`config.mk`:
```
export PLATFORM = sky130hd
export DESIGN_NAME = setpoint_relay_control
export DESIGN_NICKNAME = d
export VERILOG_FILES = /design/src/setpoint_pkg.sv /design/src/relay_if.sv /design/src/setpoint_relay_control.sv /design/src/relay_channel.sv
export VERILOG_INCLUDE_DIRS = /design/src
export SDC_FILE = /design/constraint.sdc
export NUM_CORES = 2
export LEC_CHECK = 0
export BUFFER_PORTS_ARGS = -buffer_cell sky130_fd_sc_hd__buf_2
export CAP_MARGIN = 30
export CORE_ASPECT_RATIO = 0.8
export CORE_MARGIN = 2
export CORE_UTILIZATION = 25
export CTS_CLUSTER_SIZE = 14
export DETAILED_ROUTE_END_ITERATION = 7
export PLACE_DENSITY = 0.47
export REMOVE_ABC_BUFFERS = 1
export SETUP_SLACK_MARGIN = 0.3
export SLEW_MARGIN = 20
export SYNTH_ARGS = -nofsm -noshare
export SYNTH_HDL_FRONTEND = slang
export SYNTH_SLANG_ARGS = --single-unit
export TNS_END_PERCENT = 30
```
`constraint.sdc`:
```
create_clock -name clk -period 7.63 [get_ports clk]
set_input_delay 1.526 -clock clk [delete_from_list [all_inputs] [get_ports clk]]
set_output_delay 1.526 -clock clk [all_outputs]
set_load 0.02 [all_outputs]
```
`src/setpoint_cfg.svh`:
```
// Purpose: constants for the setpoint relay block: register map, field positions, resets, timing
// Assumes: 25 MHz clock, setpoint words packed as {exponent, first digit, second digit}
// Notes:   definitions only
`ifndef SETPOINT_CFG_SVH
`define SETPOINT_CFG_SVH

// register offsets (byte addresses, one word each)
`define REG_CTRL            8'h00
`define REG_STATUS          8'h04
`define REG_HELD_PRESSURE   8'h08
`define REG_SETPOINT_BASE   8'h10

// field positions
`define SCI_EXP_LSB         8
`define SCI_D1_LSB          4
`define SCI_D2_LSB          0
`define CTRL_REJ_CLR_BIT    8
`define STAT_MODE_BIT       0
`define STAT_HELD_VALID_BIT 1
`define STAT_REJ_BIT        2
`define STAT_UNIT_LSB       4
`define STAT_RELAY_LSB      8

// setpoint range limits and reset value (1.0 x 10^-6)
`define SP_EXP_MIN          8'shF4
`define SP_EXP_MAX          8'sh05
`define SP_MANT_AT_MAX      8'h5A
`define SP_RESET            16'hFA10
`define SP_ROUND_DIGIT      4'h5

// channels gated by the ion gauge state
`define GAUGE_CH_COUNT      2

// timing: setpoint shown for this long after the button lets go
`define CLK_HZ              25000000
`define SHOW_TIME_MS        2000
`define SHOW_CYCLES         (`SHOW_TIME_MS * (`CLK_HZ / 1000))

`endif

```
`src/setpoint_pkg.sv`:
```
// Purpose: shared types and value helpers for the setpoint relay block
// Assumes: values are d1.d2 x 10^exp with decimal digits
// Notes:   comparison helpers rank exponent first
`include "setpoint_cfg.svh"

package setpoint_pkg;

  typedef struct packed {
    logic signed [7:0] exp;
    logic [3:0]        d1;
    logic [3:0]        d2;
  } sci_t;

  typedef enum logic {
    DISP_PRESSURE = 1'b0,
    DISP_SETPOINT = 1'b1
  } disp_mode_t;

  // two digits folded into an integer mantissa, 0..99
  function automatic logic [7:0] mant(input sci_t v);
    mant = {4'h0, v.d1} * 8'h0A + {4'h0, v.d2};
  endfunction : mant

  // a < b, exponent first, mantissa second; mantissas may exceed 99 (thresholds)
  function automatic logic sci_lt(input logic [7:0] ma, input logic signed [7:0] ea,
                                  input logic [7:0] mb, input logic signed [7:0] eb);
    logic [11:0] a10;
    logic [11:0] b10;
    a10 = {4'h0, ma} * 12'h00A;
    b10 = {4'h0, mb} * 12'h00A;
    if (ma == 8'h00) sci_lt = (mb != 8'h00);
    else if (ea == eb) sci_lt = (ma < mb);
    else if (ea == eb + 8'sh01) sci_lt = (a10 < {4'h0, mb});
    else if (eb == ea + 8'sh01) sci_lt = ({4'h0, ma} < b10);
    else sci_lt = (ea < eb);
  endfunction : sci_lt

  // accepted range is 1.0e-12 up to 9.0e5
  function automatic logic sp_valid(input sci_t v);
    sp_valid = (v.d1 >= 4'h1) && (v.d1 <= 4'h9) && (v.d2 <= 4'h9) &&
               (v.exp >= `SP_EXP_MIN) && (v.exp <= `SP_EXP_MAX) &&
               !((v.exp == `SP_EXP_MAX) && (mant(v) > `SP_MANT_AT_MAX));
  endfunction : sp_valid

endpackage : setpoint_pkg

```
`src/relay_if.sv`:
```
// Purpose: carries one channel's setpoint, pressure and override between top and channel logic
// Assumes: single clock domain
// Notes:   ctl side drives inputs, chan side returns relay state
`timescale 1ns/1ps
`default_nettype none

interface relay_if;
  import setpoint_pkg::*;
  sci_t sp;
  sci_t pressure;
  logic force_on;
  logic force_off;
  logic block;
  logic active;
  modport ctl  (output sp, output pressure, output force_on, output force_off, output block, input active);
  modport chan (input sp, input pressure, input force_on, input force_off, input block, output active);
endinterface : relay_if

`default_nettype wire

```
`src/setpoint_relay_control.sv`:
```
// Purpose: setpoint storage, pressure capture, display timing and relay channels
// Assumes: display bus and register port on clk; buttons, switches and gauge state are pins
// Notes:   setpoint storage is modelled by flops that commit after the show period
// Behaviour
// - setpoints stored as two digits, two-digit exponent
// - accept setpoints from 1e-12 to 9e5
// - compare setpoint directly with display pressure
// - unit change leaves stored setpoints untouched
// - ten percent hysteresis on every channel
// - activate one count below setpoint, falling
// - deactivate at setpoint plus tenth plus one
// - second digit five or more rounds up
// - hold last pressure while setpoints shown
// - right forces on, left off, centre automatic
// - override beats comparison at any time
// - negative reading shows minus, zero lone zero
// - gauge off forces first two relays inactive unless right override
// - setpoint shown two seconds after button release
// - new setpoint stored when display returns
`timescale 1ns/1ps
`default_nettype none

module setpoint_relay_control
  import setpoint_pkg::*;
#(
  parameter int unsigned NCH         = 6,
  parameter int unsigned SHOW_CYCLES = `SHOW_CYCLES
)(
  input  wire logic               clk,
  input  wire logic               resetn,
  input  wire logic [7:0]         addr,
  input  wire logic [31:0]        wdata,
  input  wire logic               wr,
  input  wire logic               rd,
  output logic [31:0]             rdata,
  input  wire logic               disp_valid,
  input  wire logic [15:0]        disp_data,
  input  wire logic               disp_is_setpoint,
  input  wire logic               set_btn,
  input  wire logic               gauge_on,
  input  wire logic [1:0]         unit_select,
  input  wire logic [NCH-1:0]     ovr_right,
  input  wire logic [NCH-1:0]     ovr_left,
  input  wire logic signed [15:0] cm_reading,
  output logic [NCH-1:0]          process_relay_outputs,
  output logic                    show_setpoint,
  output logic [15:0]             shown_setpoint,
  output logic                    line3_minus,
  output logic                    line3_lone_zero
);

  localparam int unsigned CNT_W = $clog2(SHOW_CYCLES + 1);
  localparam int unsigned SEL_W = (NCH > 1) ? $clog2(NCH) : 1;
  localparam logic [CNT_W-1:0] CNT_LOAD = CNT_W'(SHOW_CYCLES - 1);

  typedef struct packed {
    logic [1:0]           btn_s;
    logic [1:0]           gauge_s;
    logic [1:0]           unit_s1;
    logic [1:0]           unit_s2;
    logic [NCH-1:0]       right_s1;
    logic [NCH-1:0]       right_s2;
    logic [NCH-1:0]       left_s1;
    logic [NCH-1:0]       left_s2;
    sci_t                 held;
    logic                 held_valid;
    sci_t [NCH-1:0]       nv;
    sci_t [NCH-1:0]       edit;
    logic [NCH-1:0]       dirty;
    logic [SEL_W-1:0]     sel;
    disp_mode_t           mode;
    logic [CNT_W-1:0]     cnt;
    logic                 rej;
    logic [31:0]          rdata;
    logic [15:0]          shown;
    logic                 minus;
    logic                 zero;
  } state_t;

  state_t          st;
  state_t          next_st;
  logic [NCH-1:0]  relay_vec;
  logic            btn;
  logic            wr_sp_hit;
  logic [SEL_W-1:0] wr_sp_idx;
  logic            rd_sp_hit;
  logic [SEL_W-1:0] rd_sp_idx;
  sci_t            wr_val;
  logic            hold_pressure;

  ////////////////////////////////////////////////////////////////////////////////
  // address decode for the setpoint window, shared by read and write
  function automatic logic sp_hit(input logic [7:0] a);
    logic [7:0] off;
    off    = a - `REG_SETPOINT_BASE;
    sp_hit = (a >= `REG_SETPOINT_BASE) && (off[1:0] == 2'b00) && ({2'b00, off[7:2]} < 8'(NCH));
  endfunction : sp_hit

  function automatic logic [SEL_W-1:0] sp_idx(input logic [7:0] a);
    logic [7:0] off;
    off    = a - `REG_SETPOINT_BASE;
    sp_idx = SEL_W'({2'b00, off[7:2]});
  endfunction : sp_idx

  ////////////////////////////////////////////////////////////////////////////////
  // decode helpers feeding the next-state logic
  always_comb begin
    wr_sp_hit = wr && sp_hit(addr);
    wr_sp_idx = sp_idx(addr);
    rd_sp_hit = rd && sp_hit(addr);
    rd_sp_idx = sp_idx(addr);
    wr_val    = sci_t'(wdata[15:0]);
    btn       = st.btn_s[1];
    // pressure capture freezes while a setpoint is up or the button is held
    hold_pressure = (st.mode == DISP_SETPOINT) || btn || disp_is_setpoint;
  end

  ////////////////////////////////////////////////////////////////////////////////
  // next state: synchronisers, capture, setpoint edit and commit, register port
  always_comb begin
    next_st = st;

    // pin synchronisers; first stage feeds only the second
    next_st.btn_s    = {st.btn_s[0], set_btn};
    next_st.gauge_s  = {st.gauge_s[0], gauge_on};
    next_st.unit_s1  = unit_select;
    next_st.unit_s2  = st.unit_s1;
    next_st.right_s1 = ovr_right;
    next_st.right_s2 = st.right_s1;
    next_st.left_s1  = ovr_left;
    next_st.left_s2  = st.left_s1;

    // pressure capture from the display bus
    if (disp_valid && !hold_pressure) begin
      next_st.held       = sci_t'(disp_data);
      next_st.held_valid = 1'b1;
    end

    // manometer line-three indications
    next_st.minus = cm_reading[15];
    next_st.zero  = (cm_reading == 16'sh0000);

    // display mode: shown while held, then a fixed period after release
    unique case (st.mode)
      DISP_PRESSURE: begin
        if (btn || wr_sp_hit) begin
          next_st.mode = DISP_SETPOINT;
          next_st.cnt  = CNT_LOAD;
        end
      end
      DISP_SETPOINT: begin
        if (btn || wr_sp_hit) begin
          next_st.cnt = CNT_LOAD;
        end else if (st.cnt == '0) begin
          next_st.mode = DISP_PRESSURE;
          // commit edited values as the display goes back to pressure
          for (int i = 0; i < NCH; i++) begin
            if (st.dirty[i]) next_st.nv[i] = st.edit[i];
          end
          next_st.dirty = '0;
        end else begin
          next_st.cnt = st.cnt - CNT_W'(1);
        end
      end
    endcase

    // register writes; unit selection never reaches stored setpoints
    if (wr && (addr == `REG_CTRL)) begin
      next_st.sel = wdata[SEL_W-1:0];
      if (wdata[`CTRL_REJ_CLR_BIT]) next_st.rej = 1'b0;
    end
    if (wr_sp_hit) begin
      if (sp_valid(wr_val)) begin
        next_st.edit[wr_sp_idx]  = wr_val;
        next_st.dirty[wr_sp_idx] = 1'b1;
        next_st.sel              = wr_sp_idx;
      end else begin
        next_st.rej = 1'b1;
      end
    end

    // displayed setpoint word, registered
    next_st.shown = 16'h0000;
    if (next_st.mode == DISP_SETPOINT && 32'(next_st.sel) < NCH) begin
      next_st.shown = next_st.edit[next_st.sel];
    end

    // read data stand one cycle after the strobe and only then
    next_st.rdata = 32'h0000_0000;
    if (rd) begin
      if (addr == `REG_CTRL) begin
        next_st.rdata = 32'(st.sel);
      end else if (addr == `REG_STATUS) begin
        next_st.rdata[`STAT_MODE_BIT]       = st.mode;
        next_st.rdata[`STAT_HELD_VALID_BIT] = st.held_valid;
        next_st.rdata[`STAT_REJ_BIT]        = st.rej;
        next_st.rdata[`STAT_UNIT_LSB +: 2]  = st.unit_s2;
        next_st.rdata[`STAT_RELAY_LSB +: NCH] = relay_vec;
      end else if (addr == `REG_HELD_PRESSURE) begin
        next_st.rdata = {16'h0000, st.held};
      end else if (rd_sp_hit) begin
        next_st.rdata = {16'h0000, st.nv[rd_sp_idx]};
      end
    end
  end

  ////////////////////////////////////////////////////////////////////////////////
  // state register; storage comes up at the default setpoint
  always_ff @(posedge clk) begin
    if (!resetn) begin
      st      <= '0;
      st.nv   <= {NCH{`SP_RESET}};
      st.edit <= {NCH{`SP_RESET}};
      st.mode <= DISP_PRESSURE;
    end else begin
      st <= next_st;
    end
  end

  ////////////////////////////////////////////////////////////////////////////////
  // one comparison channel per relay; compare against stored values only
  for (genvar gi = 0; gi < NCH; gi++) begin : g_ch
    relay_if link();

    assign link.sp        = st.nv[gi];
    assign link.pressure  = st.held;
    assign link.force_on  = st.right_s2[gi];
    assign link.force_off = st.left_s2[gi] && !st.right_s2[gi];
    // first channels drop out with the ion gauge; all wait for a first pressure
    assign link.block     = !st.held_valid ||
                            ((gi < `GAUGE_CH_COUNT) && !st.gauge_s[1]);

    relay_channel u_ch (
      .clk    (clk),
      .resetn (resetn),
      .link   (link.chan)
    );

    assign relay_vec[gi] = link.active;
  end

  ////////////////////////////////////////////////////////////////////////////////
  // outputs, all from flops
  assign rdata                 = st.rdata;
  assign process_relay_outputs = relay_vec;
  assign show_setpoint         = (st.mode == DISP_SETPOINT);
  assign shown_setpoint        = st.shown;
  assign line3_minus           = st.minus;
  assign line3_lone_zero       = st.zero && !st.minus;

endmodule : setpoint_relay_control

`default_nettype wire

```
`src/relay_channel.sv`:
```
// Purpose: one relay channel: hysteresis comparison plus manual override
// Assumes: pressure and setpoint are stable registered values
// Notes:   relay state is a flop; no change while the pressure sits inside the band
`timescale 1ns/1ps
`default_nettype none

module relay_channel
  import setpoint_pkg::*;
(
  input  wire logic clk,
  input  wire logic resetn,
  relay_if.chan     link
);

  typedef struct packed {
    logic active;
  } ch_state_t;

  ch_state_t   st;
  ch_state_t   next_st;
  logic [7:0]  sp_m;
  logic [7:0]  hyst;
  logic [7:0]  off_m;
  logic [7:0]  p_m;

  ////////////////////////////////////////////////////////////////////////////////
  // thresholds: hysteresis is a tenth, rounded up when the second digit is 5+
  always_comb begin
    sp_m  = mant(link.sp);
    p_m   = mant(link.pressure);
    hyst  = sp_m / 8'h0A + ((link.sp.d2 >= `SP_ROUND_DIGIT) ? 8'h01 : 8'h00);
    off_m = sp_m + hyst + 8'h01;
  end

  ////////////////////////////////////////////////////////////////////////////////
  // relay decision, override first, then gating, then the band
  always_comb begin
    next_st = st;
    if (link.force_on) begin
      next_st.active = 1'b1;
    end else if (link.force_off) begin
      next_st.active = 1'b0;
    end else if (link.block) begin
      next_st.active = 1'b0;
    end else if (sci_lt(p_m, link.pressure.exp, sp_m, link.sp.exp)) begin
      next_st.active = 1'b1;
    end else if (!sci_lt(p_m, link.pressure.exp, off_m, link.sp.exp)) begin
      next_st.active = 1'b0;
    end
  end

  always_ff @(posedge clk) begin
    if (!resetn) st <= '0;
    else         st <= next_st;
  end

  assign link.active = st.active;

endmodule : relay_channel

`default_nettype wire

```
==> flow_metrics.py <==
metrics = {
    "layout": {
        "finalInstanceArea_um2": 37500,
        "leading_cell_types_in_the_layout_fill_and_taps_excluded": "548 x ha_1, 500 x nand2_1, 314 x dfxtp_1, 300 x a21oi_1, 287 x buf_4",
        "layout_commonest_cell": "ha_1",
        "area_delta_synth_final_pct": 18.5,
        "final_nets": 4854,
        "n_fill_cell": 13600,
        "layout-drive-gt1-share": 0.154,
    },
    "clocking": {
        "tritoncts": "built",
        "clock_transition_time_at_the_flip_flop_clock_pins_of_the_worst_setup_and_hold_paths_ns": 0.06,
        "clock_tree.root_cell": "clkbuf_16",
        "hold_buffers": 0,
        "clk_latency_ns": 0.60,
        "number_of_buffers_on_the_longest_clock_path": 3,
        "cts.sink_count": 318,
        "cts_max_level": 2,
        "clock_buffer_count_from_cts": 40,
    },
    "sta": {
        "setup_tns_ns": -0.0331,
        "period_minus_slack_ns": 7.65,
        "post-route-period-util": 1.00,
        "worst_pin_slew_ns": 1.02,
        "setup-violations-final": 2,
        "clock-skew-final_ns": 0.0187,
        "timing.slew.headroom": 0.316,
        "report.final.hold_viol_count": 0,
        "timing_max_transition_violations_final": 0,
        "max_freq_ghz": 0.131,
        "grt_setup_unrepaired": "true",
        "fin_hold_ws_ns": 0.430,
        "post-route-worst-setup-slack_ns": -0.0202,
    },
    "detailed_routing": {
        "detail_route.vias_per_cell": 5.04,
        "wirelength_mm": 121,
        "routed_wire_length_per_instance_um": 20.7,
        "drt-initial-drc-count": 2647,
        "total_via_count_in_the_routed_design": 29500,
        "detail-route-antenna-nets": 0,
        "drt-pass1-iter-count": 5,
        "route.detailed.drc": 0,
    },
    "status": {
        "outcome": "finished with violations",
        "violations": "setup timing",
    },
    "synthesis": {
        "synth_cells": 3893,
        "sequential_share_of_the_synthesized_area": 0.201,
        "yosys_warnings": 0,
        "asyncSetResetFlopFracSynth": 0,
        "number_of_synthesized_flops_with_an_enable_pin": 0,
        "synth.cell_area_um2": 31600,
        "post_synthesis_sequential_element_count": 318,
        "post_synth.cell_area_avg_um2": 8.13,
        "top_reg_cell_synth": "dfxtp_1",
        "ys_types": 101,
    },
    "place": {
        "place_congestion": 0.901,
        "postPlaceCellArea_um2": 35300,
        "place.port_buffers": 118,
        "post-dp-hpwl_mm": 92.5,
    },
    "worst_setup_path": {
        "critical_path.startpoint_type": "flip-flop",
        "critical-path-top-delay-family": "compound AO/OA/AOI/OAI gates",
        "critical_path_required_time_ns": 8.10,
        "cpMaxStageDelayCell": "fa_1",
        "crit_path_max_incr_delay_ns": 0.54,
        "critical_path_arrival_ns": 8.12,
        "crit-reg2reg-launch": "g_ch[4].link.sp[5]",
        "crit_path_max_fanout": 5,
        "reg2reg_setup_slack_ns": -0.02,
        "worst-r2r-cell-count": 41,
        "worst-setup-path-type": "flip-flop to flip-flop",
        "crit_path_start": "g_ch[4].link.sp[5]",
        "regToRegEndpoint": "g_ch[4].u_ch.link.active",
        "path_common_cell": "buf_4",
        "critPathCaptureType": "flip-flop",
        "path_buf_inv": 12,
    },
    "worst_hold_path": {
        "worstHoldPathCells": 1,
        "worstHoldEndpoint": "st[320]",
        "hold_path_class": "flip-flop to flip-flop",
        "worst_hold_launch": "next_st[320]",
    },
    "pwr": {
        "power.combinational.fraction": 0.180,
        "finalPower_mw": 4.62,
        "power_density_nw_per_um2": 123,
        "p_leak_nw": 17.2,
        "vdd_drop_max_mv": 0.141,
        "netSwitchingPower_mw": 1.41,
        "internal_power_mw": 3.21,
        "seq_power_share": 0.373,
        "power.share.clock": 0.447,
        "power.share.switching": 0.304,
    },
    "floorplan": {
        "floorplan.die_area_um2": 129000,
        "fp.dieW_um": 402,
        "io_pins": 151,
        "initial_core_util": 0.252,
        "core.rowCount": 116,
        "core_um2": 125000,
        "floorplan.die.height_um": 322,
    },
    "global_routing": {
        "first_global_vias": 27700,
        "grt_start_max_net_pins": 61,
        "initial_antenna_violation_count": 5,
        "grt_pass1_wl_mm": 180,
        "globalRouteTotalUtil": 0.182,
        "grt-ovfl-total": 0,
    },
    "flow_run": {
        "cap_viol_max_count": 0,
    },
}
[cell usage after synthesis (all sizes together), types with 25 or more instances]
library cell,count,area (µm²)
o221ai,38,402
xor2,83,727
a21o,134,1010
or4,25,188
xnor2,150,1340
nand2,502,1880
clkbuf,91,342
buf,107,698
a31oi,25,163
o21a,48,360
o22ai,34,213
nor2,166,626
o21ai,148,741
nor4,48,300
inv,275,1030
dfxtp,318,6370
mux2i,43,434
a21oi,318,1600
ha,564,7060
a211oi,33,248
o211ai,65,488
fa,35,701
nand4,31,209
nand2b,58,363
nand3,90,450
and2,52,325
nor2b,63,394
nor3,68,350
[worst reg2reg max path, delay by kind of cell, from the launching register on]
family                   cells  cell delay (ns)
AND/OR/NAND/NOR              1             0.17
XOR/XNOR                     2             0.30
buffers and inverters       12             1.34
adder cells (fa/ha/maj)      9             2.63
AO/OA/AOI/OAI               17             2.75
flip-flops                   1             0.34
[state kept, by name, summed over array words and instances, names as in the netlist, 6 cells and up]
signal,cells
st,143
next_st,16
g_ch.u_ch.link.active,6
g_ch.link.sp,96
g_ch.link.pressure,16
rdata,16
shown_setpoint,16
g_ch.link.force_on,6
[worst max path at each step]
stage                                           to  slack, ns  cells past startpoint
after floorplan           g_ch[5].u_ch.link.active      -0.46                     34
after global placement    g_ch[4].u_ch.link.active      -0.36                     39
final                     g_ch[4].u_ch.link.active      -0.02                     41
after detailed placement  g_ch[4].u_ch.link.active      -0.34                     39
after CTS                 g_ch[4].u_ch.link.active      0.009                     38
after global routing      g_ch[4].u_ch.link.active      -0.50                     41
[metrics by stage]
step | setup slack [ns] | std cells | util
floorplan | -0.461 | 3710 | -
global placement | -0.360 | 5733 | 0.282
detailed placement | -0.339 | 5735 | 0.282
CTS | 0.00902 | 5836 | 0.297
global route | -0.501 | 5843 | 0.299
finish | -0.0202 | 5845 | 0.299
[kinds of logic after synthesis]
kind of cell | after synthesis | synth area share
AOI/OAI and AO/OA | 1013 | 0.214
adders and majority gates | 614 | 0.250
DFF | 318 | 0.201
muxes | 65 | 0.0272
xor gates and xnor gates | 233 | 0.0654
buffers and inverters | 483 | 0.0667
other | 1 | 0.000119
and+or+nand+nor | 1166 | 0.176
[power by group through the flow]
stage               Combinational [mW]  Clock (mW)  Sequential (mW)
global placement                 0.818           0             1.76
global route                     0.922        2.17             1.72
floorplan                        0.464           0             1.76
detailed placement               0.824           0             1.76
finish                           0.831        2.06             1.72
CTS                              0.830        2.11             1.72
[area by class of cell]
class	count	area, µm²	share of cell area
Antenna cell	2	5.00	0.000134
Clock buffer	53	1090	0.0291
Clock inverter	19	300	0.00801
Inverter	285	1070	0.0287
Multi-Input combinational cell	3107	23800	0.634
Sequential cell	318	6370	0.170
Tap cell	1652	2070	0.0551
Timing Repair Buffer	409	2810	0.0749
[layer usage]
layer / up-vias / track usage / wire [µm]
met5: - / 0 / 41
met4: 6 / 0.0398 / 2490
met3: 121 / 0.0425 / 10300
met2: 957 / 0.260 / 47900
met1: 13900 / 0.274 / 60100
li1: 14500 / - / -
[what timing repair did]
action	CTS	global route
pin swaps	69	44
setup endpoints to repair	6	6
setup buffers	29	4
gates resized for setup	66	37
gates cloned	0	0
endpoints found under the hold margin	0	0
Note: power is estimated with default switching activity, not from simulation.
